File: src/verilog/pdt_consts.svh
`ifndef PDT_CONSTS_SVH
`define PDT_CONSTS_SVH

// clock, time base, counter and output constants
`define PDT_CLK_MHZ          100
`define PDT_TB_MAX_KHZ       200
`define PDT_TB_MIN_CYC       ((`PDT_CLK_MHZ * 1000 + `PDT_TB_MAX_KHZ - 1) / `PDT_TB_MAX_KHZ)
`define PDT_TB_DEF_PERIOD    500
`define PDT_HARM_MAX         10
`define PDT_CNT_W            8
`define PDT_CNT_RESET        8'h00
`define PDT_OUT_RELEASED     8'hff

`endif

File: src/verilog/pdt_pkg.sv
package pdt_pkg;
    typedef enum logic [0:0] {
        PDT_IDLE,
        PDT_RUN
    } pdt_state_t;
endpackage

File: src/verilog/pdt_timer.sv
`timescale 1ns/100ps
`include "pdt_consts.svh"

// Notes on behaviour
// - trigger rising edge starts a timing cycle
// - trigger starts time base, counter, outputs low
// - eight-bit counter counts time-base pulses
// - reset rising edge ends the cycle
// - idle: time base, counter off, outputs released
// - outputs wired to reset give one-shot
// - no feedback means free counting forever
// - outputs open-drain: pull low or release
// - wired bus low while any output low
// - outputs weigh one, two, four... periods
// - cycle length selectable one to 255 periods
// - after power-up settle into reset state
// - running cycle ignores further triggers
// - simultaneous trigger and reset: trigger wins
// - time base aligns to sync harmonics
// - divider output pulses one clock, every N clocks
// - no sync means free-running time base
// - time base need not exceed 200 kHz
// - external clock advances on falling edge
module pdt_timer #(
    parameter int CNT_W     = `PDT_CNT_W,
    parameter int PER_W     = 24,
    parameter int TB_MIN    = `PDT_TB_MIN_CYC
) (
    input  wire logic             clock_i,
    input  wire logic             resetn_i,
    input  wire logic             trigger_i,
    input  wire logic             reset_i,
    input  wire logic             sync_i,
    input  wire logic             ext_clk_sel_i,
    input  wire logic             ext_clk_i,
    input  wire logic [PER_W-1:0] tb_period_i,
    output logic      [CNT_W-1:0] cnt_out_o,
    output logic      [CNT_W-1:0] cnt_oe_o,
    output logic                  running_o,
    output logic                  tb_tick_o
);

    logic                 rst_meta_r;
    logic                 rst_sync_r;
    logic                 trig_d_r;
    logic                 trig_d_nxt;
    logic                 rst_d_r;
    logic                 rst_d_nxt;
    logic                 sync_d_r;
    logic                 sync_d_nxt;
    logic                 ext_d_r;
    logic                 ext_d_nxt;
    pdt_pkg::pdt_state_t  state_r;
    pdt_pkg::pdt_state_t  state_nxt;
    logic [CNT_W-1:0]     cnt_r;
    logic [CNT_W-1:0]     cnt_nxt;
    logic [PER_W-1:0]     tb_cnt_r;
    logic [PER_W-1:0]     tb_cnt_nxt;
    logic [PER_W-1:0]     period_eff;
    logic [CNT_W-1:0]     oe_nxt;
    logic                 tick;
    logic                 trig_rise;
    logic                 rst_rise;
    logic                 sync_rise;
    logic                 ext_fall;

    // state decode shared by time base, enables and run flag
    function automatic logic run_sel(input pdt_pkg::pdt_state_t st);
        run_sel = (st == pdt_pkg::PDT_RUN);
    endfunction

    // reset release through two flops
    always_ff @(posedge clock_i or negedge resetn_i) begin
        if (!resetn_i) begin
            rst_meta_r <= 1'b0;
            rst_sync_r <= 1'b0;
        end else begin
            rst_meta_r <= 1'b1;
            rst_sync_r <= rst_meta_r;
        end
    end

    // edge detection of control inputs
    always_comb begin
        trig_d_nxt = trigger_i;
        rst_d_nxt  = reset_i;
        sync_d_nxt = sync_i;
        ext_d_nxt  = ext_clk_i;
    end

    always_ff @(posedge clock_i or negedge rst_sync_r) begin
        if (!rst_sync_r) begin
            trig_d_r <= 1'b0;
            rst_d_r  <= 1'b0;
            sync_d_r <= 1'b0;
            ext_d_r  <= 1'b0;
        end else begin
            trig_d_r <= trig_d_nxt;
            rst_d_r  <= rst_d_nxt;
            sync_d_r <= sync_d_nxt;
            ext_d_r  <= ext_d_nxt;
        end
    end

    assign trig_rise = trigger_i & ~trig_d_r;
    assign rst_rise  = reset_i & ~rst_d_r;
    assign sync_rise = sync_i & ~sync_d_r;
    assign ext_fall  = ~ext_clk_i & ext_d_r;

    // clamp period so time base stays at or under its top rate
    assign period_eff = (tb_period_i < PER_W'(TB_MIN)) ? PER_W'(TB_MIN)
                                                       : tb_period_i;

    // time base: clock-enable pulse, one per programmed period
    always_comb begin
        tb_cnt_nxt = tb_cnt_r;
        tick       = 1'b0;
        if (!run_sel(state_r)) begin
            tb_cnt_nxt = '0;
        end else if (ext_clk_sel_i) begin
            tb_cnt_nxt = '0;
            tick       = ext_fall;
        end else if (sync_rise) begin
            tb_cnt_nxt = '0;
            tick       = (tb_cnt_r != '0);
        end else if (tb_cnt_r >= period_eff - PER_W'(1)) begin
            tb_cnt_nxt = '0;
            tick       = 1'b1;
        end else begin
            tb_cnt_nxt = tb_cnt_r + PER_W'(1);
        end
    end

    // control state and counter
    always_comb begin
        state_nxt = state_r;
        cnt_nxt   = cnt_r;
        case (state_r)
            pdt_pkg::PDT_IDLE: begin
                if (trig_rise) begin
                    state_nxt = pdt_pkg::PDT_RUN;
                    cnt_nxt   = `PDT_CNT_RESET;
                end
            end
            pdt_pkg::PDT_RUN: begin
                if (rst_rise) begin
                    state_nxt = pdt_pkg::PDT_IDLE;
                    cnt_nxt   = `PDT_CNT_RESET;
                end else if (tick) begin
                    cnt_nxt = cnt_r + CNT_W'(1);
                end
                // trigger with reset while running: trigger wins, count holds
                cnt_nxt = trig_rise && rst_rise ? cnt_r : cnt_nxt;
                if (trig_rise && rst_rise) begin
                    state_nxt = pdt_pkg::PDT_RUN;
                end
            end
            default: begin
                state_nxt = pdt_pkg::PDT_IDLE;
                cnt_nxt   = `PDT_CNT_RESET;
            end
        endcase
    end

    // idle trigger with reset: trigger still wins since idle ignores reset
    // per-bit enable: pull while running and counter bit is zero
    generate
        for (genvar b = 0; b < CNT_W; b++) begin : g_oe
            assign oe_nxt[b] = run_sel(state_nxt) & ~cnt_nxt[b];
        end
    endgenerate

    always_ff @(posedge clock_i or negedge rst_sync_r) begin
        if (!rst_sync_r) begin
            state_r   <= pdt_pkg::PDT_IDLE;
            cnt_r     <= `PDT_CNT_RESET;
            tb_cnt_r  <= '0;
            cnt_oe_o  <= '0;
            running_o <= 1'b0;
            tb_tick_o <= 1'b0;
        end else begin
            state_r   <= state_nxt;
            cnt_r     <= cnt_nxt;
            tb_cnt_r  <= tb_cnt_nxt;
            cnt_oe_o  <= oe_nxt;
            running_o <= run_sel(state_nxt);
            tb_tick_o <= tick;
        end
    end

    // open-drain data is always low; only the enable moves
    always_ff @(posedge clock_i or negedge rst_sync_r) begin
        if (!rst_sync_r) begin
            cnt_out_o <= '0;
        end else begin
            cnt_out_o <= '0;
        end
    end

endmodule

File: config.mk
export PLATFORM = sky130hd
export DESIGN_NAME = pdt_timer
export DESIGN_NICKNAME = d
export VERILOG_FILES = /design/src/verilog/pdt_pkg.sv /design/src/verilog/pdt_timer.sv
export VERILOG_INCLUDE_DIRS = /design/src /design/src/verilog
export SDC_FILE = /design/constraint.sdc
export NUM_CORES = 1
export LEC_CHECK = 0
export BUFFER_PORTS_ARGS = -buffer_cell sky130_fd_sc_hd__buf_2
export CORE_UTILIZATION = 62
export CTS_BUF_LIST = sky130_fd_sc_hd__clkbuf_16
export CTS_CLUSTER_DIAMETER = 80
export DETAILED_ROUTE_END_ITERATION = 8
export GPL_TIMING_DRIVEN = 0
export PLACE_DENSITY = 0.94
export SLEW_MARGIN = 20
export SYNTH_ARGS = -nofsm -noshare
export SYNTH_HDL_FRONTEND = slang
export SYNTH_SLANG_ARGS = --single-unit
File: constraint.sdc
create_clock -name clock_i -period 4.2 [get_ports clock_i]
set_input_delay 0.21 -clock clock_i [delete_from_list [all_inputs] [get_ports clock_i]]
set_output_delay 0.21 -clock clock_i [all_outputs]
set_load 0.1 [all_outputs]
[Yosys cells after proc, flatten, opt, wreduce, memory -nomap -nowiden]
Index checks and enable logic that the tools add are counted.
Storage, ports and cells
  register bits: 48
  bits of input ports: 31
  output and inout bits: 18
Cells by class
  reductions and logical operators: 2
  mux-type cells: 18
  add/subtract/negate cells: 3
  $lt $le $gt $ge: 2
  bitwise logic cells: 25
Operators with widths (number)
  two-way mux 24 bit: 5
  two-way mux 8 bit: 4
  adder 24 x 1 -> 24 bit (second input constant): 1
  >= comparator 24 bit: 1
  less-than comparator 24 x 9 -> 1 bit (second input constant): 1
  nonzero test 24 bit: 1
  subtractor 24 x 1 -> 24 bit (second input constant): 1
  one-hot mux 8 bit (2 select lines): 1
  inverter 1 bit: 13
  AND 1 bit: 12
  adder 8 x 1 -> 8 bit (second input constant): 1
  two-way mux 1 bit: 7
  one-hot mux 1 bit (2 select lines): 1
  logical AND 1 bit: 1

[Logic depth before layout (Yosys ltp)]
Gate-level depths: netlist of the first run.
  word-level depth: 14
  mapped depth: 19

[Least setup slack after synthesis of the first run]
No wires, ideal clock.
  kind: in2reg
  start point: input port tb_period_i[18]
  end point: register cnt_oe_o[7]
  path buffers: 1
  data required time: 4.075 ns
  stages on the path: 17
  arrival: 4.484 ns
  slack: -0.408 ns
  cells stage by stage: or4_1 > or4b_4 > or4_4 > buf_6 > nand2_1 > ha_1 > nand4b_4 > nor4_1 > xnor2_1 > ha_1 > and4_1 > nand3b_1 > nor4_1 > a211o_1 > o21bai_1 > nor3_1 > mux2_2
On the way
  cells in the longest elaborated chain, start to end: 14
RTL lines
  start: declaration: line pdt_timer.sv:36  | input wire logic [PER_W-1:0] tb_period_i,
  less-than comparator 24 x 9 -> 1 bit: line pdt_timer.sv:111  | assign period_eff = (tb_period_i < PER_W'(TB_MIN)) ? PER_W'(TB_MIN)
  two-way mux 24 bit *: line pdt_timer.sv:111
  subtractor 24 x 1 -> 24 bit *: line pdt_timer.sv:126  | end else if (tb_cnt_r >= period_eff - PER_W'(1)) begin
  >= comparator 24 bit *: line pdt_timer.sv:126
  two-way mux 1 bit *: line pdt_timer.sv:126
  two-way mux 1 bit *: line pdt_timer.sv:123  | end else if (sync_rise) begin
  two-way mux 1 bit *: line pdt_timer.sv:120  | end else if (ext_clk_sel_i) begin
  two-way mux 1 bit *: line pdt_timer.sv:118  | if (!run_sel(state_r)) begin
  two-way mux 8 bit *: line pdt_timer.sv:149  | end else if (tick) begin
  two-way mux 8 bit *: line pdt_timer.sv:146  | if (rst_rise) begin
  two-way mux 8 bit *: line pdt_timer.sv:153  | cnt_nxt = trig_rise && rst_rise ? cnt_r : cnt_nxt;
  one-hot mux 8 bit (2 select lines) *: line pdt_timer.sv:138  | case (state_r)
  inverter 1 bit *: line pdt_timer.sv:169  | assign oe_nxt[b] = run_sel(state_nxt) & ~cnt_nxt[b];
  AND 1 bit *: line pdt_timer.sv:169
  named net oe_nxt[7]: line pdt_timer.sv:60  | logic [CNT_W-1:0] oe_nxt;
  end signal: assignment: line pdt_timer.sv:185  | cnt_oe_o <= oe_nxt;
  end: declaration: line pdt_timer.sv:38  | output logic [CNT_W-1:0] cnt_oe_o,
The timed path passes the listed nets; every way through them passes the cells marked *.

[Final worst setup path of the first run]
  start point: input port tb_period_i[10]
  end point: register cnt_oe_o[7]
The elaborated chain is that of the path after synthesis.

==> results of run 1 <==
per-layer routing:
layer	vias to the layer above	global-route usage (%)	share of wire [%]
met1	1518	37.7	39
met5	-	0	0
met2	141	63.3	52
met3	39	4.82	5.1
li1	1442	-	-
met4	0	16.3	3.5
cells by family (layout without fill, tap and decap cells):
| family | count (synthesis) | after routing | synth area share, % |
|---|---|---|---|
| buffers and inverters | 24 | 90 | 3.83 |
| adder cells (fa/ha/maj) | 28 | 28 | 10.5 |
| multiplexers | 6 | 6 | 1.92 |
| AO/OA/AOI/OAI | 47 | 48 | 9.59 |
| other | 2 | 9 | 0.226 |
| flip-flops | 48 | 48 | 36.1 |
| AND/OR/NAND/NOR | 164 | 164 | 26.5 |
| XOR/XNOR | 43 | 43 | 11.3 |
final cells by class:
class | count | share of cell area (%)
Tap cell | 70 | 2.08
Buffer | 14 | 2.47
Multi-Input combinational cell | 298 | 53.4
Clock buffer | 5 | 2.97
Sequential cell | 48 | 28.6
Inverter | 9 | 0.802
Clock inverter | 3 | 0.327
Timing Repair Buffer | 59 | 9.42
synth_stat cells, drive strengths merged, types with 8 or more instances:
master	n	area (µm²)
ha	28	350
a21oi	15	75.1
inv	9	33.8
nand2	26	97.6
nor4	14	100
nand3	23	120
nor3	11	55.1
dfrtp	48	1200
xnor2	25	219
buf	9	71.3
nor2	47	176
o21ai	8	40.0
and3	9	61.3
xor2	18	158
registers in the layout, summed over array words and instances (netlist names):
signal and count:
ext_d_r 1, sync_d_r 1, cnt_oe_o 8, cnt_r 8
rst_d_r 1, rst_sync_r 1, trig_d_r 1, tb_cnt_r 24
state_r 1, tb_tick_o 1, rst_meta_r 1
path summary, 6_finish.rpt:
path                       slack, ns     endpoint  depth (start not counted)             from
max                            -0.34  cnt_oe_o[7]                         19  tb_period_i[10]
min                             0.04     trig_d_r                          1        trigger_i
max reg2reg                     1.61     cnt_r[4]                         10      tb_cnt_r[0]
min reg2reg                     0.26     trig_d_r                          0       rst_sync_r
max in group asynchronous       3.43      ext_d_r                          1       rst_sync_r
min in group asynchronous       0.23   rst_sync_r                          2         resetn_i
metrics by stage:
stage	total power [mW]	instance area, µm²	TNS (ns)	setup WS [ns]
floorplan	0.732	3490	-0.872	-0.135
global placement	0.793	3780	-18.04	-0.608
detailed placement	0.804	3810	-24.06	-0.755
CTS	1.20	4170	-4.06	-0.212
global route	1.24	4210	-17.55	-0.528
finish	1.21	4210	-9.15	-0.336
timing repair:
item	in CTS	in global routing
buffers inserted	16	0
endpoints found under the setup margin	41	41
endpoints found under the hold margin	2	0
hold buffers	1	0
resized for setup	19	9
pin swaps	25	5
gates cloned	2	0
power by group through the flow:
stage                     Combinational, mW  Clock (mW)  Sequential (mW)
after floorplan                       0.134           0            0.598
after CTS                             0.319       0.378            0.499
after detailed placement              0.298           0            0.506
after global routing                  0.348       0.394            0.502
final                                 0.329       0.380            0.499
after global placement                0.283           0            0.510
critical path: stages:
cell      delay, ns
buf_12         0.11
nor4_4         0.28
nor4b_4        0.27
or4b_4         0.54
or4_4          0.62
nand2_4        0.10
ha_4           0.15
nand4b_4       0.14
buf_4          0.19
nor4_4         0.14
xnor2_1        0.13
ha_1           0.28
and4_1         0.19
nand3b_1       0.19
nor4_4         0.22
a211o_4        0.24
o21bai_4       0.13
nor3_4         0.26
mux2_4         0.31
==> results.md, run 1 <==
Pwr:
- The internal power consumption is 793 µW.
- For this design the static power due to leakage is 1.86 nW.
- Combinational logic burns 27.3% of the power.
- The worst vdd rail ir drop is 331 µV.
- Net switching is 34.4% of the power.
- The analysis attributes to net switching a power of 415 µW.
- In this run, flip-flops and latches consume 41.3% of the power.
- The share of total power in the clock network is 31.5%.
- The power per cell area is 287 nW/µm².

Timing:
- The total setup violations reported at the end of the flow is 40.
- For the final database, setup skew stands at 0.00538 ns.
- For the pin with the worst max-slew slack, the measured transition is 0.740 ns.
- The least setup slack across all paths after layout is -0.336 ns.
- The final-report max-slew violation count is 0.
- The worst-case headroom to the max-slew limit is 50.3%.
- The final critical delay including setup and external delays is 4.54 ns.
- The final number of hold-violating endpoints came to 0.
- Setup repair after global routing could not meet its margin everywhere.
- The period utilization is 108%.
- The worst hold margin is 0.0417 ns.
- The highest clock frequency the design can meet is 220 MHz.

Routing:
- For this run, design rule violations remaining after detail routing come to 0.
- The sum of routed wire length over all layers is 8.87 mm.
- The detailed-route via count is 3140.
- For this run, the detailed router's first-pass iteration total came to 5.
- Dividing the detail-routed via count by the number of cells gives 6.21.
- The number of antenna-violating nets in the routed design is 0.
- The first-iteration detailed-routing DRC count is 135.
- In the final routed layout, each cell accounts on average for 17.5 µm.

Clocking:
- The number of buffers on the longest clock path is 2.
- The H-tree depth reported by CTS is 2.
- The CTS tree is built.
- The later pin in the worst-skew pair is clocked with a latency of 0.29 ns.
- In this run, CTS created clock tree buffers numbering 5.
- The clock drives 48 sinks.
- The clock tree root buffer cell is clkbuf_16.
- After clock tree synthesis, the clock-pin slew on the worst setup and hold paths is 0.06 ns.

Logic synthesis:
- The most used flip-flop cell after synthesis is dfrtp_1.
- The number of synthesis warnings is 0.
- The area of the mapped netlist is 3330 µm².
- In the synthesized netlist the async set-or-reset flop fraction comes to 100%.
- The synthesized instance count is 362.
- The synthesized design contains 48 register bits.
- The average instance in the mapped netlist occupies 9.19 µm².
- Sequential elements use 36.1% of the synthesized area.
- The count of cell types in the netlist is 54.
- The number of flops mapped to enable cells by yosys is 0.

Critical path:
- The type of the worst setup path is in -> reg.
- The maximum net fanout on the critical path is 6.
- STA classifies the critical path endpoint as a flip-flop.
- The required arrival time at the worst endpoint is 4.37 ns.
- The startpoint type of the worst setup path is an input port.
- At the worst endpoint, the arrival time is 4.71 ns.

Finish:
- In the final layout, the share of cells above drive strength 1 is 26.8%.
- The most common library cell in the layout ignoring fill and taps is dfrtp_1.
- The multi-input combinational cells in the finished layout cover a total of 2250 µm².
- The area growth from synthesis to layout is 26.5%.
- Across the whole layout, storage elements account for 1200 µm².
- The number of cells in the finished layout apart from fillers is 506.
- In the layout the commonest cells are dfrtp_1 (47), nor2_1 (41), buf_2 (38).
- The number of fill cells in the layout is 287.
- The net count of the finished layout is 494.
- The number of antenna diodes is 0.
- The core occupancy in the finished layout is 81.9%.

Run:
- The max-cap check violation count is 0.

Global route:
- The number of global-route vias before repair is 3114.
- The total congestion overflow is 0.
- The global router's overall resource usage is 33.8%.
- Entering global routing, the biggest net connects 25 pins.
- The number of antenna violations at the first check in global routing is 0.
- The wire length of the first global-routing pass is 14.1 mm.

Die:
- The site row count is 26.
- The initial cell density of the core is 64.8%.
- The I/O pin total is 49.
- The die is 75.3 µm wide.
- The total die area is 5660 µm².
- The placeable core region is 5140 µm².
- The die is 75.3 µm tall.

Run status:
- The checks that failed: negative setup slack.
- The flow ran to the end, but the final reports show violations.

Worst hold path:
- The class of the tightest hold or removal check is in -> reg.

Placement:
- In this run the tool buffered the top-level ports with 40 buffer cells.
- Detailed placement ended at an HPWL of 5.70 mm.
- After detailed placement, the design holds a cell count of 480.
- Routability-driven placement finished with a final weighted congestion of 0.853.
No activity file was read; power rests on OpenSTA's default activity.
==> inputs of run 2 (changes only) <==
- MAX_ROUTING_LAYER: default -> met4
- clock period: 4.2 -> 5.6 ns (I/O delays scaled with it)
==> results.md, run 2 (synthesis gave the netlist of run 1 again) <==
Finish:
- The multi-input gate area in the final layout is 2030 µm² (-9.9%).
- The cell area after layout is 3840 µm² (-8.8%).
- The area taken by flip-flops and latches came to 1200 µm² (unchanged).
- The core occupancy in the finished layout is 74.7% (-7.2 points).
- tb_cnt_r holds more flip-flops than any other register.
- The number of antenna diodes is 0 (unchanged).
- The largest registers in the layout are tb_cnt_r: 24 flops, cnt_oe_o: 8 flops, cnt_r: 8 flops.
- The net count of the finished layout is 477 (-3.4%).
- The number of cells in the finished layout apart from fillers is 489 (-3.4%).
- The flip-flop count of the largest register, all copies and words added was 24 (unchanged).
- The number of fill cells in the layout is 370 (+29%).
- The area added between synthesis and finish is 15.4%.
- In the layout the commonest cells are nor2_1 (47), dfrtp_1 (47), buf_2 (40).
- The fraction of layout cells with a size suffix above 1 is 16.9% (-9.9 points).

Run status:
- The run finished with clean final reports.

Critical path:
- The data arrival time of the worst path came to 5.32 ns (+0.61 ns).
- The launching point of the worst reg2reg path is tb_cnt_r[0].
- The worst setup path is launched from an input port.
- The maximum net fanout on the critical path is 9 (+3).
- The launch point of the worst path is tb_period_i[12].
- By startpoint and endpoint, the worst setup path is classified as in -> reg.
- The type of element capturing the critical path is a flip-flop.
- The required arrival time at the worst endpoint is 5.78 ns (+1.41 ns).

Routing:
- The routed length per instance is 15.3 µm (-13%).
- The via density per instance was 5.96 (-4.0%).
- The sum of routed wire length over all layers came to 7.46 mm (-16%).
- The number of antenna-violating nets in the routed design is 0 (unchanged).
- The detailed-route via count was 2914 (-7.2%).
- The number of detailed-route iterations in the first pass came to 4 (-1).
- The first-iteration detailed-routing DRC count is 165 (+22%).
- The number of remaining DRC errors is 0 (unchanged).

Clocking:
- The CTS tree is built.
- The CTS sink count is 48 (unchanged).
- The root buffer cell chosen for the clock tree is clkbuf_16.
- The clock insertion delay at the later pin of the skew report is 0.29 ns (about the same).
- The number of clock buffers inserted by TritonCTS is 5 (unchanged).
- The number of buffers on the longest clock path was 2 (unchanged).
- The clock transition at the registers of the reported paths came to 0.06 ns (about the same).
- The post-CTS resize count is 0 (-19).
- The H-tree depth reported by CTS is 2 (unchanged).

Timing:
- Setup repair after global routing left no endpoint under its margin.
- The slew of the pin with the lowest slew margin is 0.672 ns (-0.0677 ns).
- The least setup slack across all paths after layout is 0.468 ns (+0.804 ns).
- After layout, the worst path uses 91.6% of the clock period.
- The setup clock skew after layout is 0.00459 ns (-0.000785 ns).
- The total setup violations reported at the end of the flow is 0 (-100%).
- The final-report max-slew violation count is 0 (unchanged).
- Static timing analysis puts the maximum clock frequency at 195 MHz.
- The worst hold margin is 0.110 ns (+0.0682 ns).
- The final critical delay including setup and external delays is 5.13 ns.
- The final number of hold-violating endpoints is 0 (unchanged).
- The sum of negative setup slack is 0 ns (+9.15 ns).
- The worst-case headroom to the max-slew limit is 54.9% (+4.6 points).

Global route:
- The total congestion overflow came to 0 (unchanged).
- The wire length of the first global-routing pass is 12.5 mm (-11%).
- The number of global-route vias before repair is 2945 (-5.4%).
- The global router's overall resource usage is 30.3% (-3.5 points).
- The number of antenna violations at the first check in global routing is 0 (unchanged).
- The largest net degree at the start of global routing is 34 (+36%).

Die:
- The overall die width was 75.3 µm (unchanged).
- The die height is 75.3 µm (unchanged).
- The initial cell density of the core is 64.8% (unchanged).
- The I/O pin total was 49 (unchanged).
- The total die area came to 5660 µm² (unchanged).
- The placeable core region is 5140 µm² (unchanged).
- The site row count was 26 (unchanged).

Worst hold path:
- The tightest min-delay check is of the in -> reg type.
- In this run the most critical hold path is launched from sync_i.

Placement:
- The worst-case setup slack after placement is 0.264 ns (+1.02 ns).
- The number of buffers added on ports is 40 (unchanged).
- The total instance count after detailed placement was 480 (unchanged).
- The detailed placer's ending HPWL was 5.52 mm (-3.0%).
- The final RePlAce weighted congestion is 0.849 (-0.53%).
- The instance area after placement is 3660 µm² (-3.8%).

Pwr:
- The power per cell area is 240 nW/µm² (-16%).
- The total chip power is 924 µW (-24%).
- The worst vdd rail ir drop came to 254 µV (-23%).
- The total leakage power is 1.71 nW (-8.3%).

Run:
- The max-cap check violation count is 0 (unchanged).
run 2: cell types whose count changed in the layout (fill, tap and decap cells not counted), sizes merged:
cell,previous run,this run
o21ai,9,8
clkinvlp,0,1
clkinv,3,1
buf,66,50
bufinv,0,1
run 2: path summary, 6_finish.rpt:
path                          endpoint  cells past startpoint  slack, ns
min reg2reg                tb_cnt_r[1]                      0       0.17
min                           sync_d_r                      1       0.11
max in group asynchronous  cnt_oe_o[6]                      1       4.96
max                        cnt_oe_o[4]                     19       0.47
min in group asynchronous  tb_cnt_r[1]                      0       0.17
max reg2reg                cnt_oe_o[4]                      9       2.74
run 2: critical path: stages:
cell,delay [ns]
buf_2,0.11
nor4_2,0.34
nor4b_2,0.29
or4b_4,0.54
or4_4,0.50
buf_6,0.15
nand2_1,0.10
ha_1,0.26
nand4b_4,0.18
nor2_1,0.16
xnor2_1,0.15
ha_1,0.29
a21oi_1,0.14
nand2_1,0.09
a2111o_1,0.41
a211o_1,0.31
o21ai_1,0.56
nor3_1,0.14
a311oi_1,0.30
run 2: repair_timing:
action,4_1_cts,5_1_grt
hold buffers,1,0
endpoints found under the setup margin,0,0
endpoints found under the hold margin,2,0
setup buffers,0,0
run 2: cell type report:
class                           count  share of cell area, %
Inverter                            9                  0.879
Tap cell                           70                   2.28
Sequential cell                    48                   31.3
Clock inverter                      3                   1.11
Clock buffer                        5                   3.26
Timing Repair Buffer               42                   5.99
Multi-Input combinational cell    297                   52.7
Buffer                             15                   2.44
run 2: layer usage:
layer	track usage (%)	vias up	part of all wire (%)
li1	-	1406	-
met1	34.0	1370	42
met2	52.4	116	50
met3	5.35	22	5.2
met4	14.8	0	2.5
met5	-	-	0
run 2: where the power goes:
| part | switching, mW | total [mW] | leakage [nW] | internal [mW] |
|---|---|---|---|---|
| Sequential | 0.0104 | 0.372 | 0.629 | 0.362 |
| Clock | 0.126 | 0.336 | 0.0798 | 0.210 |
| Combinational | 0.162 | 0.216 | 0.999 | 0.0537 |
